$ cat src/include/ws_addr_consts.vh
// Purpose: Constants for workspace operand addressing
// Assumes: 16-bit byte addresses, 16-bit memory words
// Notes:   Included by rtl/workspace_operand_addressing.v
`ifndef WS_ADDR_CONSTS_VH
`define WS_ADDR_CONSTS_VH

// =====================================================================
// Command codes
`define OP_FETCH      3'h0
`define OP_OPERAND    3'h1
`define OP_CTX_VECTOR 3'h2
`define OP_RESTORE    3'h3
`define OP_LOAD_WP    3'h4
`define OP_BRANCH_LINK 3'h5
`define OP_RET        3'h6
`define OP_NOP        3'h7

// =====================================================================
// Operand modes
`define MODE_DIRECT   2'h0
`define MODE_INDIRECT 2'h1
`define MODE_SYMBOLIC 2'h2
`define MODE_AUTOINC  2'h3

// =====================================================================
// Workspace layout and fixed values
`define WS_REG_COUNT  16
`define REG_LINK      4'hB
`define REG_SAVED_WP  4'hD
`define REG_SAVED_PC  4'hE
`define RESET_VECTOR  16'h0000
`define INC_WORD      16'h0002
`define INC_BYTE      16'h0001

`endif

$ cat src/rtl/workspace_operand_addressing.v
// Purpose: Operand address generation for a memory-resident workspace CPU
// Assumes: Memory answers each request with a one-cycle ack on i_mclk
// Notes:   One command at a time; o_done pulses when a command completes
// Operation
// - Workspace is sixteen words, registers 0-15
// - Context switch loads base pointer from the first word read (vector word0 or saved R13)
// - Vector (also used for interrupts) and restore commands perform context switch
// - Load immediate replaces base pointer only
// - Direct mode: selected register holds operand
// - Indirect mode: register holds address, unchanged
// - Branch-and-link writes next-word address to R11
// - Symbolic mode: extension word gives address
// - No-op is jump to next instruction
// - Return branches through R11 contents
// - Vector word0 to base pointer, word1 PC
// - Direct byte ops use left byte
// - PC points past current instruction
// - Indexed mode adds register to extension address
// - Autoincrement adds two (word) or one (byte)
`timescale 1ns/1ps
`default_nettype none
`include "ws_addr_consts.vh"

module workspace_operand_addressing #(
    parameter AW = 16
) (
    input  wire          i_mclk,
    input  wire          i_sys_rst,
    input  wire          i_cmd_valid,
    input  wire [2:0]    i_cmd_op,
    input  wire [1:0]    i_mode,
    input  wire [3:0]    i_reg,
    input  wire          i_byte,
    input  wire [AW-1:0] i_vec_addr,
    input  wire [AW-1:0] i_wp_imm,
    input  wire [AW-1:0] i_target,
    input  wire          i_mem_ack,
    input  wire [15:0]   i_mem_rdata,
    output wire          o_cmd_ready,
    output wire          o_done,
    output wire [AW-1:0] o_ea,
    output wire [15:0]   o_operand,
    output wire          o_byte_hi,
    output wire [AW-1:0] o_wp,
    output wire [AW-1:0] o_pc,
    output wire          o_mem_req,
    output wire          o_mem_we,
    output wire [AW-1:0] o_mem_addr,
    output wire [15:0]   o_mem_wdata
);

    // =================================================================
    // States, one-hot
    localparam [7:0] S_IDLE = 8'h01;
    localparam [7:0] S_EXT  = 8'h02;
    localparam [7:0] S_REG  = 8'h04;
    localparam [7:0] S_WB   = 8'h08;
    localparam [7:0] S_OPND = 8'h10;
    localparam [7:0] S_VEC0 = 8'h20;
    localparam [7:0] S_VEC1 = 8'h40;
    localparam [7:0] S_LINK = 8'h80;

    reg [7:0]    state_reg;
    reg [2:0]    op_reg;
    reg [1:0]    mode_reg;
    reg [3:0]    rnum_reg;
    reg          byte_reg;
    reg [AW-1:0] wp_reg;
    reg [AW-1:0] pc_reg;
    reg [AW-1:0] ea_reg;
    reg [AW-1:0] tmp_reg;
    reg [15:0]   operand_reg;
    reg          byte_hi_reg;
    reg          done_reg;
    reg          ready_reg;
    reg          req_reg;
    reg          we_reg;
    reg [AW-1:0] addr_reg;
    reg [15:0]   wdata_reg;

    // =================================================================
    // Register address decode, shared by every workspace access except the restore's saved-PC read
    function [AW-1:0] reg_addr;
        input [AW-1:0] base;
        input [3:0]    n;
        begin
            reg_addr = base + {{(AW-5){1'b0}}, n, 1'b0};
        end
    endfunction

    // Word-aligned memory address; byte lane is reported separately
    function [AW-1:0] word_addr;
        input [AW-1:0] a;
        begin
            word_addr = {a[AW-1:1], 1'b0};
        end
    endfunction

    wire          mem_done = req_reg & i_mem_ack;
    wire [AW-1:0] rdata_a  = i_mem_rdata[AW-1:0];
    wire [AW-1:0] inc_val  = byte_reg ? `INC_BYTE : `INC_WORD;

    // =================================================================
    // Sequencer: every memory access holds req until ack
    always @(posedge i_mclk) begin
        if (i_sys_rst) begin
            // Power-up starts with a context switch through the reset vector
            state_reg   <= S_VEC0;
            op_reg      <= `OP_CTX_VECTOR;
            mode_reg    <= `MODE_DIRECT;
            rnum_reg    <= 4'h0;
            byte_reg    <= 1'b0;
            wp_reg      <= {AW{1'b0}};
            pc_reg      <= {AW{1'b0}};
            ea_reg      <= {AW{1'b0}};
            tmp_reg     <= {AW{1'b0}};
            operand_reg <= 16'h0000;
            byte_hi_reg <= 1'b0;
            done_reg    <= 1'b0;
            ready_reg   <= 1'b0;
            req_reg     <= 1'b1;
            we_reg      <= 1'b0;
            addr_reg    <= `RESET_VECTOR;
            wdata_reg   <= 16'h0000;
        end else begin
            done_reg <= 1'b0;
            case (state_reg)
                S_IDLE: begin
                    if (i_cmd_valid) begin
                        ready_reg <= 1'b0;
                        op_reg    <= i_cmd_op;
                        mode_reg  <= i_mode;
                        rnum_reg  <= i_reg;
                        byte_reg  <= i_byte;
                        case (i_cmd_op)
                            `OP_FETCH: begin
                                state_reg <= S_EXT;
                                req_reg   <= 1'b1;
                                addr_reg  <= word_addr(pc_reg);
                            end
                            `OP_OPERAND: begin
                                req_reg <= 1'b1;
                                if (i_mode == `MODE_SYMBOLIC) begin
                                    // Extension word sits at PC
                                    state_reg <= S_EXT;
                                    addr_reg  <= word_addr(pc_reg);
                                end else if (i_mode == `MODE_DIRECT) begin
                                    // Register itself is the operand
                                    state_reg   <= S_OPND;
                                    ea_reg      <= reg_addr(wp_reg, i_reg);
                                    addr_reg    <= reg_addr(wp_reg, i_reg);
                                    byte_hi_reg <= 1'b1;
                                end else begin
                                    state_reg <= S_REG;
                                    addr_reg  <= reg_addr(wp_reg, i_reg);
                                end
                            end
                            `OP_CTX_VECTOR: begin
                                // Vector command also serves interrupts and traps
                                state_reg <= S_VEC0;
                                req_reg   <= 1'b1;
                                addr_reg  <= word_addr(i_vec_addr);
                                tmp_reg   <= word_addr(i_vec_addr);
                            end
                            `OP_RESTORE: begin
                                // Old base and PC come from saved slots of this workspace
                                state_reg <= S_VEC0;
                                req_reg   <= 1'b1;
                                addr_reg  <= reg_addr(wp_reg, `REG_SAVED_WP);
                                tmp_reg   <= reg_addr(wp_reg, `REG_SAVED_WP);
                            end
                            `OP_LOAD_WP: begin
                                // No memory traffic: only the base pointer moves
                                wp_reg    <= i_wp_imm;
                                done_reg  <= 1'b1;
                                ready_reg <= 1'b1;
                            end
                            `OP_BRANCH_LINK: begin
                                // PC already points past the instruction
                                state_reg <= S_LINK;
                                req_reg   <= 1'b1;
                                we_reg    <= 1'b1;
                                addr_reg  <= reg_addr(wp_reg, `REG_LINK);
                                wdata_reg <= {{(16-AW){1'b0}}, pc_reg};
                            end
                            `OP_RET: begin
                                state_reg <= S_REG;
                                req_reg   <= 1'b1;
                                rnum_reg  <= `REG_LINK;
                                addr_reg  <= reg_addr(wp_reg, `REG_LINK);
                            end
                            default: begin
                                // Jump to next word: PC is left as it stands
                                done_reg  <= 1'b1;
                                ready_reg <= 1'b1;
                            end
                        endcase
                    end
                end
                S_EXT: begin
                    if (mem_done) begin
                        pc_reg <= pc_reg + `INC_WORD;
                        if (op_reg == `OP_FETCH) begin
                            operand_reg <= i_mem_rdata;
                            req_reg     <= 1'b0;
                            state_reg   <= S_IDLE;
                            done_reg    <= 1'b1;
                            ready_reg   <= 1'b1;
                        end else if (rnum_reg != 4'h0) begin
                            // Indexed: register 0 cannot index
                            ea_reg    <= rdata_a;
                            state_reg <= S_REG;
                            addr_reg  <= reg_addr(wp_reg, rnum_reg);
                        end else begin
                            ea_reg      <= rdata_a;
                            byte_hi_reg <= ~rdata_a[0];
                            state_reg   <= S_OPND;
                            addr_reg    <= word_addr(rdata_a);
                        end
                    end
                end
                S_REG: begin
                    if (mem_done) begin
                        if (op_reg == `OP_RET) begin
                            pc_reg    <= rdata_a;
                            req_reg   <= 1'b0;
                            state_reg <= S_IDLE;
                            done_reg  <= 1'b1;
                            ready_reg <= 1'b1;
                        end else if (mode_reg == `MODE_SYMBOLIC) begin
                            ea_reg      <= ea_reg + rdata_a;
                            byte_hi_reg <= ~(ea_reg[0] ^ rdata_a[0]);
                            state_reg   <= S_OPND;
                            addr_reg    <= word_addr(ea_reg + rdata_a);
                        end else if (mode_reg == `MODE_AUTOINC) begin
                            // Bump the register before the operand read
                            ea_reg      <= rdata_a;
                            byte_hi_reg <= ~rdata_a[0];
                            state_reg   <= S_WB;
                            we_reg      <= 1'b1;
                            wdata_reg   <= {{(16-AW){1'b0}}, rdata_a + inc_val};
                        end else begin
                            // Register is only read, never written back
                            ea_reg      <= rdata_a;
                            byte_hi_reg <= ~rdata_a[0];
                            state_reg   <= S_OPND;
                            addr_reg    <= word_addr(rdata_a);
                        end
                    end
                end
                S_WB: begin
                    if (mem_done) begin
                        we_reg    <= 1'b0;
                        state_reg <= S_OPND;
                        addr_reg  <= word_addr(ea_reg);
                    end
                end
                S_OPND: begin
                    if (mem_done) begin
                        operand_reg <= i_mem_rdata;
                        req_reg     <= 1'b0;
                        state_reg   <= S_IDLE;
                        done_reg    <= 1'b1;
                        ready_reg   <= 1'b1;
                    end
                end
                S_VEC0: begin
                    if (mem_done) begin
                        // Hold new base aside until the PC word is in
                        ea_reg    <= rdata_a;
                        state_reg <= S_VEC1;
                        addr_reg  <= tmp_reg + `INC_WORD;
                    end
                end
                S_VEC1: begin
                    if (mem_done) begin
                        wp_reg    <= ea_reg;
                        pc_reg    <= rdata_a;
                        req_reg   <= 1'b0;
                        state_reg <= S_IDLE;
                        done_reg  <= 1'b1;
                        ready_reg <= 1'b1;
                    end
                end
                S_LINK: begin
                    if (mem_done) begin
                        pc_reg    <= i_target;
                        req_reg   <= 1'b0;
                        we_reg    <= 1'b0;
                        state_reg <= S_IDLE;
                        done_reg  <= 1'b1;
                        ready_reg <= 1'b1;
                    end
                end
                default: begin
                    state_reg <= S_IDLE;
                    req_reg   <= 1'b0;
                    we_reg    <= 1'b0;
                    ready_reg <= 1'b1;
                end
            endcase
        end
    end

    // =================================================================
    // Outputs, all straight from flops
    assign o_cmd_ready = ready_reg;
    assign o_done      = done_reg;
    assign o_ea        = ea_reg;
    assign o_operand   = operand_reg;
    assign o_byte_hi   = byte_hi_reg;
    assign o_wp        = wp_reg;
    assign o_pc        = pc_reg;
    assign o_mem_req   = req_reg;
    assign o_mem_we    = we_reg;
    assign o_mem_addr  = addr_reg;
    assign o_mem_wdata = wdata_reg;

endmodule // workspace_operand_addressing

`default_nettype wire

$ cat config.mk
export PLATFORM = sky130hd
export DESIGN_NAME = workspace_operand_addressing
export DESIGN_NICKNAME = d
export VERILOG_FILES = /design/src/rtl/workspace_operand_addressing.v
export VERILOG_INCLUDE_DIRS = /design/src /design/src/include
export SDC_FILE = /design/constraint.sdc
export NUM_CORES = 1
export LEC_CHECK = 0
export ABC_CLOCK_PERIOD_IN_PS = 4300
export BUFFER_PORTS_ARGS = -buffer_cell sky130_fd_sc_hd__buf_2
export CAP_MARGIN = 5
export CORE_MARGIN = 2
export CORE_UTILIZATION = 55
export DETAILED_ROUTE_END_ITERATION = 6
export GPL_ROUTABILITY_DRIVEN = 0
export GPL_TIMING_DRIVEN = 1
export PLACE_DENSITY = 0.79
export SLEW_MARGIN = 30
export SYNTH_ARGS = -nofsm -noshare
export SYNTH_HDL_FRONTEND = slang
export SYNTH_SLANG_ARGS = --single-unit
$ cat constraint.sdc
create_clock -name i_mclk -period 4.3 [get_ports i_mclk]
set_clock_uncertainty 0.2 [all_clocks]
set_input_delay 0.645 -clock i_mclk [delete_from_list [all_inputs] [get_ports i_mclk]]
set_output_delay 0.645 -clock i_mclk [all_outputs]
set_load 0.01 [all_outputs]
* After elaboration in Yosys (flattened, before gate mapping)
Index checks and enable logic that the tools add are counted.
** Storage, ports and cells
- Flip-flop bits (word level) :: 135
- Latch bits :: 0
- Memory bits (writable) :: 0
- Bits in read-only memories :: 0
- Bits of input ports :: 78
- Output and inout port bits :: 101
- Logic and storage cells :: 209
- Memories :: 0
** Cells by class
- $add $sub $neg :: 8
- Multiply operators :: 0
- Divide/modulo/power cells :: 0
- $lt $le $gt $ge :: 0
- Equality and inequality tests :: 44
- Shift operators :: 0
- Multiplexer cells :: 102
- Bitwise gates (word level) :: 6
- Reductions and logical operators :: 32
** Operators by type and width (count)
- 2-to-1 mux 16 bit :: 36
- case mux 16 bit (5 select lines) :: 2
- case mux 16 bit (2 select lines) :: 4
- case mux 16 bit (4 select lines) :: 2
- 2-to-1 mux 8 bit :: 6
- case mux 8 bit (6 select lines) :: 1
- case mux 8 bit (5 select lines) :: 1
- 2-to-1 mux 1 bit :: 36
- inequality test 2 bit, second input constant :: 18
- 2-to-1 mux 5 bit :: 7
- adder 16 x 2 -> 16 bit, second input constant :: 2
- adder 16 x 5 -> 16 bit :: 2
- adder 16 x 5 -> 16 bit, second input constant :: 2
- AND reduction 10 bit :: 3
- AND reduction 7 bit :: 3
- adder 16 bit :: 1
- adder 16 x 2 -> 16 bit :: 1
- AND reduction 8 bit :: 2
- == test 3 bit, second input constant :: 4
- inequality test 6 x 2 -> 1 bit, second input constant :: 2
- nonzero test 4 bit :: 3
- inequality test 2 x 1 -> 1 bit, second input constant :: 5
- case mux 1 bit (5 select lines) :: 2
- == test 8 x 1 -> 1 bit, second input constant :: 1
- other kinds (31) :: 46

* Depth between registers and ports, before layout
- Depth in word-level cells :: 7
- Gate-level depth with buffers :: 12
- Depth with buffers taken out :: 11

* Worst setup path before layout
OpenSTA, ideal clock, no wires.
- Kind :: input -> register
- Start point :: in i_mem_rdata[0]
- End point :: reg ea_reg[14], in the netlist o_ea[14]
- Library setup time :: 0.134 ns
- Data arrival time :: 2.576 ns
- Data required time :: 3.966 ns
- Setup slack :: 1.390 ns
- Cell stages on the path :: 11
- Path buffers :: 0
- Cell sequence :: ha_1 inv_1 fa_1 nor2b_1 o2111ai_1 nand3_1 nand3_1 a311oi_1 mux2i_1 a311oi_1 a211oi_1
** On the way
- Word-level cells in the longest chain between the ends :: 5
** Ends and longest elaborated chain
- start: declaration :: line workspace_operand_addressing.v:38 : input wire [15:0] i_mem_rdata,
- adder 16 bit :: line workspace_operand_addressing.v:231 : ea_reg <= ea_reg + rdata_a;
- 2-to-1 mux 16 bit :: line workspace_operand_addressing.v:230 : end else if (mode_reg == `MODE_SYMBOLIC) begin
- 2-to-1 mux 16 bit :: line workspace_operand_addressing.v:224 : if (op_reg == `OP_RET) begin
- 2-to-1 mux 16 bit :: line workspace_operand_addressing.v:223 : if (mem_done) begin
- case mux 16 bit (4 select lines) :: line workspace_operand_addressing.v:127 : case (state_reg)
- end signal: assignment :: line workspace_operand_addressing.v:231
- end signal: assignment :: line workspace_operand_addressing.v:237 : ea_reg <= rdata_a;
- end signal: assignment :: line workspace_operand_addressing.v:244 : ea_reg <= rdata_a;
- end: declaration :: line workspace_operand_addressing.v:70 : reg [AW-1:0] ea_reg;
Every way passes these cells. The select of a mux whose other input is x is not followed.
A chain may end at the register's enable or synchronous reset.

* Worst setup path in the final report
- Start point :: reg wp_reg[1], in the netlist o_wp[1]
- End point :: reg addr_reg[9], in the netlist o_mem_addr[9]
** On the way
- Word-level cells in the longest chain between the ends :: 5
- Elaborated cells between the ends (all ways) :: 11
- Those cells by class :: 4 x add/sub; 7 x mux
** Ends and longest elaborated chain
- start: declaration :: line workspace_operand_addressing.v:68 : reg [AW-1:0] wp_reg;
- start signal: assignment :: line workspace_operand_addressing.v:113 : wp_reg <= {AW{1'b0}};
- start signal: assignment :: line workspace_operand_addressing.v:174 : wp_reg <= i_wp_imm;
- start signal: assignment :: line workspace_operand_addressing.v:277 : wp_reg <= ea_reg;
- adder 16 x 5 -> 16 bit :: line workspace_operand_addressing.v:87 : reg_addr = base + {{(AW-5){1'b0}}, n, 1'b0};
- 2-to-1 mux 16 bit, on equally long branches :: line workspace_operand_addressing.v:143, workspace_operand_addressing.v:209
- case mux 16 bit (5 select lines) or 2-to-1 mux 16 bit (tied branches) :: line workspace_operand_addressing.v:135, workspace_operand_addressing.v:203
- 2-to-1 mux 16 bit, on equally long branches :: line workspace_operand_addressing.v:129, workspace_operand_addressing.v:201
- case mux 16 bit (5 select lines) (*) :: line workspace_operand_addressing.v:127
- end signal: assignment :: line workspace_operand_addressing.v:139 : addr_reg <= word_addr(pc_reg);
- end signal: assignment :: line workspace_operand_addressing.v:146 : addr_reg <= word_addr(pc_reg);
- end signal: assignment :: line workspace_operand_addressing.v:151 : addr_reg <= reg_addr(wp_reg, i_reg);
- end: declaration :: line workspace_operand_addressing.v:78 : reg [AW-1:0] addr_reg;
Every way passes the cells marked *; elsewhere a longest branch is shown, timed or not. The select of a mux whose other input is x is not followed.

==> flow_summary.ini <==
[global_route]
grt_busiest_layer = met2
grt_pass1_wl_mm = 58.35
grt_pass1_vias = 10637
antenna_found_initial = 0
grt_max_degree = 68
grtUsageMet1_pct = 46.99
overflow = 0
met3_usage_pct = 9.641
use_met2_pct = 57.77
track_usage_pct = 38.16

[floorplanning]
fp.dieW_um = 140.4
rows = 49
die_h_um = 140.4
dieArea_um2 = 19700
io_pins = 179
initial_core_util_pct = 56.55
core-area_um2 = 18090

[sta]
relSlewSlack_pct = 39.86
report.final.slew_viol_count = 0
setup_tns_ns = 0
worst-slew-pin-transition_ns = 0.8961
timing.fmax_mhz = 298.0
period_minus_slack_ns = 3.355
rsz0062_at_grt = no
period_share_pct = 78.03
hold_viol = 0
setup_violations = 0

[route]
routed_wl_mm = 38.83
num_vias = 11620
dr.first_iter.drc_count = 1641
dr.pass1.iters = 7
wl_per_cell_um = 22.37
postRouteAntennaNets = 0
via_per_inst = 6.694
drc = 0

[power]
powerDensity_nw_per_um2 = 532.1
leakage_nw = 4.656
switching_power_w = 0.002824
vdd.ir_drop.worst_mv = 0.4768
power_frac_clock_pct = 24.6
p_int_w = 0.003415
netSwitchingFraction_pct = 45.26
p_seq_share_pct = 30.1
p_comb_share_pct = 45.3

[min_path]
hp-start = o_mem_wdata[2]$_SDFFE_PP0P_
hold_depth = 2
whs_endpoint = o_mem_wdata[2]$_SDFFE_PP0P_
hp-class = reg2reg

[clock_network]
cts_root_buffer = clkbuf_16
cts_setup_buffers = 0
clockBufferDepth = 2
cts_made_buffers = 17
cts_tree = yes
clock_latency_ns = 0.44
clk_pin_slew_ns = 0.07
htree_levels = 4
cts_hold_buf = 0
post_cts_resize_count = 0
clock_sinks = 135

[cells_and_area]
drive_gt1_share_pct = 17.61
final_area_um2 = 11730
num-nets-final = 1603
area.growth.synth_to_final_pct = 14.66

[logic_synthesis]
synth_top_area_cell = dfxtp_1
ys.flop_type = dfxtp_1
synth_top_area_share_pct = 26.43
syn_area_per_cell_um2 = 7.395
synthCells = 1383
synthArstFlopShare_pct = 0
yosys.cell_types.count = 79
yosys_warnings = 0
synth_edf_count = 0
yosysSeqAreaShare_pct = 26.43
synth-seq-cells = 135
syn_area_um2 = 10230
synth_fp_nets = 1494
synth_area_leaders = dfxtp_1 26%, nor2_1 6.4%, nand2_1 6.0%

[critical_path]
reg2reg_from = o_wp[1]$_SDFFE_PP0P_
r2r_end = o_mem_addr[9]$_SDFFE_PP0P_
critical_path_class = reg2reg
crit_required_ns = 4.43
crit_start = o_wp[1]$_SDFFE_PP0P_
crit_path_start_kind = register
critPathMaxFanout = 10
r2r_slack_ns = 0.94
critPathCaptureType = register
r2r_cells = 11
critPathArrivalTime_ns = 3.49

[placement]
dp_hpwl_mm = 27.73
placed_area_um2 = 11120
port_buffers = 177

[run]
max_cap_viol_count = 0

[outcome]
status = finished clean
## cell type report
| type | instances | area [um2] |
|---|---|---|
| inverters | 24 | 90.09 |
| diodes | 2 | 5.005 |
| clock inverters | 14 | 162.7 |
| fillers | 1590 | 6360 |
| repair buffers | 205 | 1099 |
| clock buffers | 18 | 439.2 |
| well taps | 229 | 286.5 |
| multi-input cells | 1109 | 6942 |
| flip-flops and latches | 135 | 2703 |
## critical path, cell delays in order, from the launching register on
cell	delay (ns)
dfxtp_1	0.59
ha_1	0.28
inv_1	0.06
fa_1	0.41
nor2b_1	0.15
o21ai_0	0.16
a211oi_1	0.31
xnor2_1	0.22
o221ai_1	0.17
o221ai_1	0.20
o2111ai_1	0.19
o221a_2	0.29
## per-layer routing
layer / up-vias / part of all wire [%]
li1: 5249 / -
met1: 5255 / 37
met2: 884 / 42
met3: 232 / 13
met4: 0 / 8.1
met5: - / 0
## through the flow
step / util, % / hold WS (ns) / power (W) / std cells / setup slack [ns]
floorplan: - / 0.2322 / 0.003705 / 1383 / 1.390
global placement: 61.48 / 0.2343 / 0.004511 / 1702 / 0.9033
detailed placement: 61.48 / 0.2427 / 0.004565 / 1702 / 0.8594
CTS: 64.81 / 0.2500 / 0.006115 / 1734 / 0.9603
global route: 64.81 / 0.2629 / 0.006510 / 1734 / 0.7003
finish: 64.84 / 0.2499 / 0.006239 / 1736 / 0.9448
## placed cells by master (no fill, tap or decap), types with 35 or more instances in the layout
cell	count
o211ai_1	42
xnor2_1	51
a21oi_1	100
buf_2	176
nand3_1	45
dfxtp_1	135
nand2_1	163
xor2_1	35
o21ai_0	75
nor2_1	175
mux2i_1	38
a211oi_1	45
## cells by family (layout without fill, tap and decap cells)
logic type                 after synthesis  after routing  share of synthesized area (%)
and+or+nand+nor                        536            536                          24.97
DFF                                    135            135                          26.43
muxes                                   40             40                          3.939
buffers and inverters                  139            261                          5.872
AOI/OAI and AO/OA                      414            414                          27.10
xor gates and xnor gates                86             86                          7.365
adders and majority gates               33             33                          4.331
other                                    0              2                              0
## worst max path at each step
stage / end / slack, ns / depth (start not counted)
4_1_cts: o_mem_addr[9]$_SDFFE_PP0P_ / 0.96 / 11
2_1_floorplan: o_ea[14]$_SDFFE_PP0P_ / 1.39 / 11
6_report: o_mem_addr[9]$_SDFFE_PP0P_ / 0.94 / 11
5_1_grt: o_mem_addr[9]$_SDFFE_PP0P_ / 0.70 / 11
3_3_place_gp: o_ea[14]$_SDFFE_PP0P_ / 0.90 / 12
3_5_place_dp: o_ea[14]$_SDFFE_PP0P_ / 0.86 / 12
## synth_stat cells (all sizes together), types with 16 or more instances
master / number
dfxtp: 135
and3: 16
nand3: 46
o211ai: 42
a211oi: 47
inv: 24
nor2: 177
nand2: 165
xor2: 35
xnor2: 51
o21ai: 78
a22oi: 20
mux2i: 38
a21oi: 102
ha: 29
clkbuf: 71
buf: 44
nor3: 32
nor2b: 19
a21o: 16
## power groups by stage
stage | combinational (W) | sequential, W | clock [W]
6_report | 0.00283 | 0.00188 | 0.00153
5_1_grt | 0.00305 | 0.00188 | 0.00158
4_1_cts | 0.00274 | 0.00184 | 0.00153
3_5_place_dp | 0.00270 | 0.00186 | 0
3_3_place_gp | 0.00265 | 0.00186 | 0
2_1_floorplan | 0.00200 | 0.00171 | 0
(Power assumes the default switching activity.)
